## config.mk

```make
export PLATFORM = sky130hd
export DESIGN_NAME = ipb_bank
export DESIGN_NICKNAME = d
export VERILOG_FILES = /design/src/ipb_pkg.sv /design/src/ipb_bank.sv
export SDC_FILE = /design/constraint.sdc
export NUM_CORES = 1
export LEC_CHECK = 0
export ABC_AREA = 1
export ABC_CLOCK_PERIOD_IN_PS = 26600
export BUFFER_PORTS_ARGS = -buffer_cell sky130_fd_sc_hd__buf_4
export CORE_ASPECT_RATIO = 0.6
export CORE_MARGIN = 4
export CORE_UTILIZATION = 55
export DETAILED_ROUTE_END_ITERATION = 10
export PLACE_DENSITY_LB_ADDON = 0.15
export SLEW_MARGIN = 20
export SYNTH_ARGS = -nofsm -noshare
export SYNTH_HDL_FRONTEND = slang
export SYNTH_SLANG_ARGS = --single-unit
```

## constraint.sdc

```tcl
create_clock -name CLOCK -period 26.6 [get_ports CLOCK]
set_input_delay 3.99 -clock CLOCK [delete_from_list [all_inputs] [get_ports CLOCK]]
set_output_delay 3.99 -clock CLOCK [all_outputs]
set_load 0.005 [all_outputs]
```

## src/ipb_pkg.sv

```systemverilog
package ipb_pkg;

    // ==========================================================
    // Register map (word index on the plain register port)
    // ==========================================================
    localparam int ADDR_W = 3;
    localparam int DATA_W = 16;
    localparam logic [2:0] LEVEL_SET_0_OFS = 3'h0;
    localparam logic [2:0] LEVEL_SET_1_OFS = 3'h1;
    localparam logic [2:0] LEVEL_SET_2_OFS = 3'h2;
    localparam logic [2:0] LEVEL_SET_3_OFS = 3'h3;
    localparam logic [2:0] LEVEL_SET_4_OFS = 3'h4;
    localparam logic [2:0] SOURCE_EN_LO_OFS = 3'h5;
    localparam logic [2:0] SOURCE_EN_HI_OFS = 3'h6;
    localparam logic [2:0] WINNER_OFS = 3'h7;

    // ==========================================================
    // Fields
    // ==========================================================
    localparam int NUM_SRC = 18;
    localparam int LVL_W = 3;
    localparam int SRC_W = 5;
    localparam logic [2:0] LEVEL_RESET = 3'h4;
    localparam logic [2:0] LEVEL_OFF = 3'h0;
    localparam logic [15:0] ENABLE_RESET = 16'h0000;
    localparam logic [15:0] READ_ZERO = 16'h0000;

    // Register index and low bit of each source field, in source order
    localparam logic [2:0] SRC_REG [NUM_SRC] = '{
        3'h0, 3'h0, 3'h0, 3'h0,
        3'h1, 3'h1, 3'h1, 3'h1,
        3'h2, 3'h2, 3'h2, 3'h2,
        3'h3, 3'h3, 3'h3,
        3'h4, 3'h4, 3'h4};
    localparam logic [3:0] SRC_LSB [NUM_SRC] = '{
        4'hC, 4'h8, 4'h4, 4'h0,
        4'hC, 4'h8, 4'h4, 4'h0,
        4'hC, 4'h8, 4'h4, 4'h0,
        4'h8, 4'h4, 4'h0,
        4'hC, 4'h4, 4'h0};

    typedef struct packed {
        logic [ADDR_W-1:0] addr;
        logic [DATA_W-1:0] wdata;
        logic wr;
        logic rd;
    } ipb_req_s;

    typedef struct packed {
        logic valid;
        logic [LVL_W-1:0] level;
        logic [SRC_W-1:0] source;
    } ipb_grant_s;

endpackage

```

## src/ipb_bank.sv

```systemverilog
`timescale 1ns/10ps
module ipb_bank (
    input wire logic CLOCK,
    input wire logic RESET,
    input wire logic [2:0] ADDR,
    input wire logic [15:0] WDATA,
    input wire logic WR,
    input wire logic RD,
    output logic [15:0] RDATA,
    input wire logic [17:0] SRC_PEND,
    output logic IRQ_VALID,
    output logic [2:0] IRQ_LEVEL,
    output logic [4:0] IRQ_SOURCE
);

    // ==========================================================
    // Register storage
    // ==========================================================
    ipb_pkg::ipb_req_s req;
    logic [2:0] level_r [ipb_pkg::NUM_SRC];
    logic [2:0] level_nxt [ipb_pkg::NUM_SRC];
    logic [17:0] enable_r;
    logic [17:0] enable_nxt;
    logic [15:0] rdata_r;
    logic [15:0] rdata_nxt;
    ipb_pkg::ipb_grant_s grant_r;
    ipb_pkg::ipb_grant_s grant_nxt;

    assign req = '{addr: ADDR, wdata: WDATA, wr: WR, rd: RD};

    // Field slice of a written word
    function automatic logic [2:0] field_of(input logic [15:0] w, input logic [3:0] lsb);
        field_of = w[lsb +: 3];
    endfunction

    genvar g;
    generate
        for (g = 0; g < ipb_pkg::NUM_SRC; g++) begin : gen_lvl
            always_comb begin
                level_nxt[g] = level_r[g];
                if (req.wr && req.addr == ipb_pkg::SRC_REG[g]) begin
                    level_nxt[g] = field_of(req.wdata, ipb_pkg::SRC_LSB[g]);
                end
            end
            always_ff @(posedge CLOCK) begin
                if (RESET) begin
                    level_r[g] <= ipb_pkg::LEVEL_RESET;
                end else begin
                    level_r[g] <= level_nxt[g];
                end
            end
        end
    endgenerate

    // ==========================================================
    // Enables and read path
    // ==========================================================
    always_comb begin
        enable_nxt = enable_r;
        rdata_nxt = ipb_pkg::READ_ZERO;
        if (req.wr && req.addr == ipb_pkg::SOURCE_EN_LO_OFS) begin
            enable_nxt[15:0] = req.wdata;
        end
        if (req.wr && req.addr == ipb_pkg::SOURCE_EN_HI_OFS) begin
            enable_nxt[17:16] = req.wdata[1:0];
        end
        if (req.rd) begin
            for (int i = 0; i < ipb_pkg::NUM_SRC; i++) begin
                if (req.addr == ipb_pkg::SRC_REG[i]) begin
                    rdata_nxt[ipb_pkg::SRC_LSB[i] +: 3] = level_r[i];
                end
            end
            unique case (req.addr)
                ipb_pkg::SOURCE_EN_LO_OFS: rdata_nxt = enable_r[15:0];
                ipb_pkg::SOURCE_EN_HI_OFS: rdata_nxt = {14'h0000, enable_r[17:16]};
                ipb_pkg::WINNER_OFS: rdata_nxt = {7'h00, grant_r.valid,
                                                  grant_r.level, grant_r.source};
                default: ;
            endcase
        end
    end

    // ==========================================================
    // Arbitration
    // ==========================================================
    always_comb begin
        grant_nxt = '0;
        for (int i = ipb_pkg::NUM_SRC - 1; i >= 0; i--) begin
            if (SRC_PEND[i] && enable_r[i] && level_r[i] != ipb_pkg::LEVEL_OFF
                && level_r[i] >= grant_nxt.level) begin
                grant_nxt.valid = 1'b1;
                grant_nxt.level = level_r[i];
                grant_nxt.source = 5'(i);
            end
        end
    end

    always_ff @(posedge CLOCK) begin
        if (RESET) begin
            enable_r <= 18'(ipb_pkg::ENABLE_RESET);
            rdata_r <= ipb_pkg::READ_ZERO;
            grant_r <= '0;
        end else begin
            enable_r <= enable_nxt;
            rdata_r <= rdata_nxt;
            grant_r <= grant_nxt;
        end
    end

    assign RDATA = rdata_r;
    assign IRQ_VALID = grant_r.valid;
    assign IRQ_LEVEL = grant_r.level;
    assign IRQ_SOURCE = grant_r.source;

    // ==========================================================
    // Checks
    // ==========================================================
    reset_level_a: assert property (@(posedge CLOCK) $fell(RESET) |->
        level_r[0] == 3'h4 && level_r[17] == 3'h4)
        else $error("level not 4 after reset");
    disabled_src_a: assert property (@(posedge CLOCK) disable iff (RESET)
        IRQ_VALID |-> IRQ_LEVEL != 3'h0)
        else $error("level 0 granted");
    enable_gate_a: assert property (@(posedge CLOCK) disable iff (RESET)
        IRQ_VALID |-> |($past(enable_r & SRC_PEND) & (18'h00001 << IRQ_SOURCE)))
        else $error("disabled source granted");
    readback_a: assert property (@(posedge CLOCK) disable iff (RESET)
        WR && ADDR == 3'h0 ##1 RD && ADDR == 3'h0 |=>
        RDATA == ($past(WDATA, 2) & 16'h7777))
        else $error("set 0 readback wrong");
    unused_bits_a: assert property (@(posedge CLOCK) disable iff (RESET)
        $past(RD) && $past(ADDR) == 3'h3 |-> RDATA[15:11] == 5'h00)
        else $error("set 3 unused bits nonzero");
    set4_gap_a: assert property (@(posedge CLOCK) disable iff (RESET)
        $past(RD) && $past(ADDR) == 3'h4 |-> RDATA[11:7] == 5'h00)
        else $error("set 4 unused bits nonzero");
    top_level_a: assert property (@(posedge CLOCK) disable iff (RESET)
        SRC_PEND[0] && enable_r[0] && level_r[0] == 3'h7 |=>
        IRQ_VALID && IRQ_SOURCE == 5'h00)
        else $error("top source not chosen");
    write_field_a: assert property (@(posedge CLOCK) disable iff (RESET)
        WR && ADDR == 3'h2 |=> level_r[11] == $past(WDATA[2:0]))
        else $error("timer c field not written");
    rdata_idle_a: assert property (@(posedge CLOCK) disable iff (RESET)
        !$past(RD) |-> RDATA == 16'h0000)
        else $error("read data not zero outside a read");
    low_gaps_a: assert property (@(posedge CLOCK) disable iff (RESET)
        $past(RD) && $past(ADDR) <= 3'h2 |-> (RDATA & 16'h8888) == 16'h0000)
        else $error("sets 0 to 2 unused bits nonzero");
    write_set0_a: assert property (@(posedge CLOCK) disable iff (RESET)
        WR && ADDR == 3'h0 |=> level_r[0] == $past(WDATA[14:12]))
        else $error("timer a field not written");
    write_set1_a: assert property (@(posedge CLOCK) disable iff (RESET)
        WR && ADDR == 3'h1 |=> level_r[7] == $past(WDATA[2:0]))
        else $error("dma zero field not written");
    write_set3_a: assert property (@(posedge CLOCK) disable iff (RESET)
        WR && ADDR == 3'h3 |=> level_r[12] == $past(WDATA[10:8]))
        else $error("dma one field not written");
    write_set4_a: assert property (@(posedge CLOCK) disable iff (RESET)
        WR && ADDR == 3'h4 |=> level_r[16] == $past(WDATA[6:4]))
        else $error("i2c master field not written");

endmodule

```

==> impl_metrics.json, run 1 <==
{
  "yosys.area.top_type": "dfxtp_1",
  "status": "finished clean",
  "insertedDiodeCount": 0,
  "clock-sinks": 97,
  "final_nets": 989,
  "synth_nets": 933,
  "syn-instance-count": 867,
  "clock_latency_ps": 340,
  "io_pins": 66,
  "hp-class": "reg2reg",
  "start_kind": "primary input",
  "synth_seq_area_share_pct": 32.4,
  "total_leakage_power_uw": 0.00311,
  "fin_tns_setup_ps": 0,
  "hold_path_end": "enable_r[14]",
  "swShare_pct": 29.9,
  "track_usage_pct": 32.8,
  "clock_skew_ps": 9.23,
  "crit_path_max_fanout": 8,
  "cp_common_cell": "nand2_1",
  "viasPerCell": 6.03,
  "grt_antenna_before_repair": 0,
  "r2r_start": "level_r[8][5]",
  "fin_crit_sh_pct": 82.8,
  "p_comb_share_pct": 17.1,
  "io_buffers": 65,
  "grt_pass1_vias": 6084,
  "grt-ovfl-total": 0,
  "hold_path_startpoint": "enable_r[14]",
  "p_clk_share_pct": 36.7,
  "die_h_um": 88.9,
  "gp_congestion": 0.956,
  "min_period_ps": 22030,
  "cts_max_level": 3,
  "dp.cells": 1051,
  "hold_viol": 0,
  "critPathArrivalTime_ps": 22270,
  "whs_path_depth": 2,
  "syn-mean-instance-area_um2": 6.92,
  "reg2regPathDepth": 138,
  "ys_types": 37,
  "drv_cap": 0,
  "fp.dieW_um": 143,
  "crit_path_top_delay_cell": "ha_1",
  "cts.clk_slew.worst_paths_ps": 70,
  "worst_pin_slew_ps": 712,
  "intPower_uw": 234,
  "power_density_nw_per_um2": 48.7,
  "crit_start": "SRC_PEND[17]",
  "grt_max_degree": 65,
  "post_cts_resized": 0,
  "relSlewSlack_pct": 52.4,
  "syn_area_um2": 6000,
  "vias": 6435,
  "cts_hold_buf": 0,
  "drt_wl_total_um": 20400,
  "root_buffer": "clkbuf_16",
  "drt_iter0_markers": 847,
  "core_um2": 10600,
  "syn_to_final_growth_pct": 14.4,
  "final_util_pct": 64.8,
  "synth_area_leaders": "dfxtp_1, nand2_1, inv_1",
  "drv_slew": 0,
  "seqPwrFrac_pct": 46.2,
  "path_class": "in2reg",
  "drive_gt1_share_pct": 18.9,
  "numCtsBuffers": 9,
  "cp-end-kind": "register",
  "wl_per_cell_um": 19.1,
  "layout.cells.most_common_list": "nand2_1, inv_1, dfxtp_1",
  "drc": 0,
  "synth_warnings": 0,
  "postCtsSetupRepairBufs": 0,
  "peakVddDrop_mv": 0.0420,
  "fin_cells": 1067,
  "fmax_ghz": 0.0454,
  "setup_viol": 0,
  "p_switching_uw": 100,
  "ant_nets": 0,
  "dieArea_um2": 12700,
  "r2r-end": "IRQ_LEVEL[1]",
  "start_util_pct": 56.6,
  "cts_tree": "yes",
  "rsz0062_at_grt": "no",
  "first_pass_iters": 6,
  "dp_hpwl_um": 15700,
  "total_power_uw": 334,
  "clock_path_buffers": 2,
  "cp.required_ps": 26850,
  "rows": 29,
  "final_common_cell": "nand2_1",
  "ys_ff_latch": 97,
  "synth_top_area_share_pct": 32.4,
  "r2r_setup_slack_ps": 7920,
  "grt_first_pass_wirelength_um": 31800,
  "critPathMaxStageDelay_ps": 320
}
-- state kept, by name, indices dropped and copies added, names as in the netlist --
register    flops
enable_r       18
level_r        54
IRQ_SOURCE      5
IRQ_LEVEL       3
IRQ_VALID       1
RDATA          16
-- per-stage QoR --
stage / instance area, µm² / hold WS (ps) / worst slack [ps]
2_1_floorplan: 6000 / 439 / 7260
3_3_place_gp: 6590 / 467 / 5670
3_5_place_dp: 6590 / 474 / 4600
4_1_cts: 6860 / 485 / 4820
5_1_grt: 6860 / 517 / 2750
6_report: 6860 / 487 / 4570
-- critical path, delay by kind of cell --
family / cells / cell delay [ps]
buffers and inverters: 21 / 1420
and+or+nand+nor: 72 / 6800
AOI/OAI and AO/OA: 29 / 4990
adders and majority gates: 17 / 5070
-- cells by family after synthesis --
family	Yosys count	synth area share [%]
AO/OA/AOI/OAI	247	23.6
adder cells (fa/ha/maj)	25	5.22
buffers and inverters	158	9.89
flip-flops	97	32.4
AND/OR/NAND/NOR	340	28.9
-- metal layers --
metal / global-route usage [%] / routed length, µm / part of all wire (%) / vias up
met5: 0 / 0 / 0 / -
met4: 8.89 / 448 / 2.2 / 0
met3: 10.6 / 3090 / 15 / 42
met2: 46.9 / 8010 / 39 / 428
met1: 47.5 / 8800 / 43 / 2934
li1: - / - / - / 3031
-- worst max-delay path by stage --
stage | endpoint | slack [ps] | cells past startpoint
finish | IRQ_LEVEL[1] | 4570 | 139
global route | IRQ_SOURCE[3] | 2750 | 143
CTS | IRQ_LEVEL[1] | 4820 | 139
detailed placement | IRQ_SOURCE[3] | 4600 | 139
global placement | IRQ_SOURCE[3] | 5670 | 139
floorplan | IRQ_SOURCE[3] | 7260 | 138
-- cells in the mapped netlist --
master      n
nand3_4     1
inv_1     121
o311a_1     1
nand2_1   159
o21bai_1    2
and3_1      1
a22oi_1     6
a41oi_1     1
nand3_1    66
dfxtp_1    97
o21ai_0    84
a21oi_2     2
o211ai_1   18
o22ai_2     1
nand4_1     2
o21ai_1     4
nor2_8      1
nand2_2    38
ha_1       25
clkbuf_1   22
a21boi_2    1
nor3_1      5
o21ai_2     1
nor2_4      3
a21oi_4     1
nand3_2    21
nor2_2      1
and2_1      4
a21oi_1    87
o22ai_1    16
a211oi_2    2
clkinv_1    3
inv_2      12
nor2_1     29
nand2_4     9
a221oi_1    4
a31oi_1    16
-- layout make-up --
class	count	area [µm²]
clock inverter	5	38.8
inverter	136	510
fill	952	3730
clock buffer	11	233
tap	139	174
timing repair buffer	67	503
sequential	97	1940
multi-input combinational	612	3460
-- power by group through the flow --
stage               combinational [µW]  clock (µW)  sequential (µW)
global route                      62.6         128              155
finish                            57.1         123              155
floorplan                         34.8           0              156
CTS                               55.2         122              154
detailed placement                54.7           0              158
global placement                  53.1           0              158
(Power assumes the default switching activity.)
==> run 2: changes to the inputs <==
--- a/config.mk
+++ b/config.mk
@@ -6,7 +6,7 @@
 export NUM_CORES = 1
 export LEC_CHECK = 0
 export ABC_AREA = 1
-export ABC_CLOCK_PERIOD_IN_PS = 26600
+export ABC_CLOCK_PERIOD_IN_PS = 21400
 export BUFFER_PORTS_ARGS = -buffer_cell sky130_fd_sc_hd__buf_4
 export CORE_ASPECT_RATIO = 0.6
 export CORE_MARGIN = 4
==> constraint.sdc (replaced) <==
create_clock -name CLOCK -period 21.4 [get_ports CLOCK]
set_input_delay 3.21 -clock CLOCK [delete_from_list [all_inputs] [get_ports CLOCK]]
set_output_delay 3.21 -clock CLOCK [all_outputs]
set_load 0.005 [all_outputs]
==> run 2 against run 1 <==
Sequential share of layout area fell by 0.65 points. Combinational power increased by 27%. Via count up 0.67%. Die area unchanged. Critical endpoint is now IRQ_SOURCE[4].
==> impl_metrics.json, run 2 (synthesized netlist as in run 1, its figures left out) <==
{
  "cp.required_ps": 21690,
  "core_um2": 10600,
  "viasPerCell": 6.05,
  "hp-class": "reg2reg",
  "r2r-end": "IRQ_SOURCE[4]",
  "endpoint": "IRQ_SOURCE[4]",
  "gp_congestion": 0.972,
  "status": "finished clean",
  "drt_iter0_markers": 783,
  "placed_cell_area_um2": 6590,
  "track_usage_pct": 33.1,
  "wl_per_cell_um": 19.4,
  "drt_wl_total_um": 20700,
  "dieArea_um2": 12700,
  "reg2regPathDepth": 144,
  "crit_path_top_delay_cell": "ha_1",
  "clock_skew_ps": 8.07,
  "crit_path_max_fanout": 8,
  "worst_pin_slew_ps": 835,
  "drc": 0,
  "critPathArrivalTime_ps": 20180,
  "dp_hpwl_um": 15900,
  "cts.clk_slew.worst_paths_ps": 70,
  "vias": 6478,
  "io_pins": 66,
  "fin_tns_setup_ps": 0,
  "grt_pass1_vias": 5928,
  "design_area_um2": 7020,
  "cp.depth": 145,
  "grt_first_pass_wirelength_um": 31900,
  "clock_path_buffers": 2,
  "r2r_start": "level_r[8][5]",
  "grt_antenna_before_repair": 0,
  "fmax_ghz": 0.0503,
  "fillers": 964,
  "clock_latency_ps": 350,
  "insertedDiodeCount": 0,
  "start_kind": "primary input",
  "cp_top_family": "simple AND/OR/NAND/NOR gates",
  "grt_max_degree": 38,
  "critPathMaxStageDelay_ps": 310,
  "relSlewSlack_pct": 44.3,
  "hold_viol": 0,
  "grt-ovfl-total": 0,
  "drive_gt1_share_pct": 20.7,
  "cp-end-kind": "register",
  "power_density_nw_per_um2": 61.9,
  "largest-register": "level_r",
  "ant_nets": 0,
  "largest_reg_flops": 54,
  "drv_slew": 0,
  "fp.dieW_um": 143,
  "min_period_ps": 19890,
  "start_util_pct": 56.6,
  "clock-sinks": 97,
  "die_h_um": 88.9,
  "numCtsBuffers": 9,
  "total_power_uw": 435,
  "fin_crit_sh_pct": 92.9,
  "final_nets": 994,
  "first_pass_iters": 5,
  "root_buffer": "clkbuf_16",
  "syn_to_final_growth_pct": 17.1,
  "total_leakage_power_uw": 0.00317,
  "layout.cells.most_common_list": "nand2_1, inv_1, dfxtp_1",
  "cts_tree": "yes",
  "crit_start": "SRC_PEND[17]",
  "multi_input_area_um2": 3550,
  "peakVddDrop_mv": 0.0489,
  "cp_common_cell": "nand2_1",
  "critPathBufInv": 19,
  "io_buffers": 65,
  "path_class": "in2reg",
  "drv_cap": 0,
  "r2r_setup_slack_ps": 4090,
  "final_common_cell": "nand2_1",
  "setup_viol": 0,
  "cts_max_level": 3,
  "rows": 29,
  "ff_latch_area_um2": 1940
}
-- run 2: cell types whose count changed in the layout (fill, tap and decap cells not counted), sizes merged --
cell      previous run  this run
clkinvlp             1         0
bufinv               0         1
clkbuf              11        10
buf                 67        72
-- run 2: metal layers --
| layer | up-vias | GRT usage [%] | wire length [µm] |
|---|---|---|---|
| met4 | 0 | 13.0 | 646 |
| met3 | 54 | 11.7 | 3040 |
| met2 | 422 | 44.8 | 7880 |
| li1 | 3033 | - | - |
| met1 | 2969 | 47.6 | 9180 |
| met5 | - | 0 | 0 |
-- run 2: worst min-delay path by stage --
| stage | from | to | slack [ps] | depth (start not counted) |
|---|---|---|---|---|
| floorplan | enable_r[11] | RDATA[11] | 440 | 2 |
| global placement | enable_r[7] | enable_r[7] | 470 | 2 |
| detailed placement | enable_r[2] | enable_r[2] | 480 | 2 |
| CTS | enable_r[2] | enable_r[2] | 490 | 2 |
| global route | enable_r[0] | enable_r[0] | 520 | 2 |
| finish | enable_r[7] | enable_r[7] | 490 | 2 |
-- run 2: per-stage QoR --
step / utilization [%] / setup WS (ps) / instances / hold WS [ps]
2_1_floorplan: - / 2840 / 867 / 439
3_3_place_gp: 62.2 / 1100 / 1051 / 466
3_5_place_dp: 62.2 / 159 / 1051 / 475
4_1_cts: 65.1 / 476 / 1066 / 492
5_1_grt: 66.3 / -82.0 / 1071 / 523
6_report: 66.3 / 1510 / 1071 / 492
-- run 2: timing repair --
item	4_1_cts	5_1_grt
hold endpoints to repair	0	0
hold buffers	0	0
setup endpoints to repair	0	9
resized for setup	0	36
buffers inserted	0	5
-- run 2: area by class of cell --
type                       count  area share [%]
clock inverter                 5           0.909
multi-input combinational    612            50.6
tap                          139            2.48
inverter                     136            7.27
sequential                    97            27.7
clock buffer                  10            3.40
timing repair buffer          72            7.70
-- run 2: worst min-delay path, cell delays in order, from the launching register on --
cell	delay (ps)
dfxtp_1	320
nand2_1	70
a21oi_1	60
-- run 2: report_power, final --
group	internal [µW]	total, µW	switching, µW
clock network	94.5	170	75.2
registers	187	192	5.45
logic	25.5	72.6	47.0
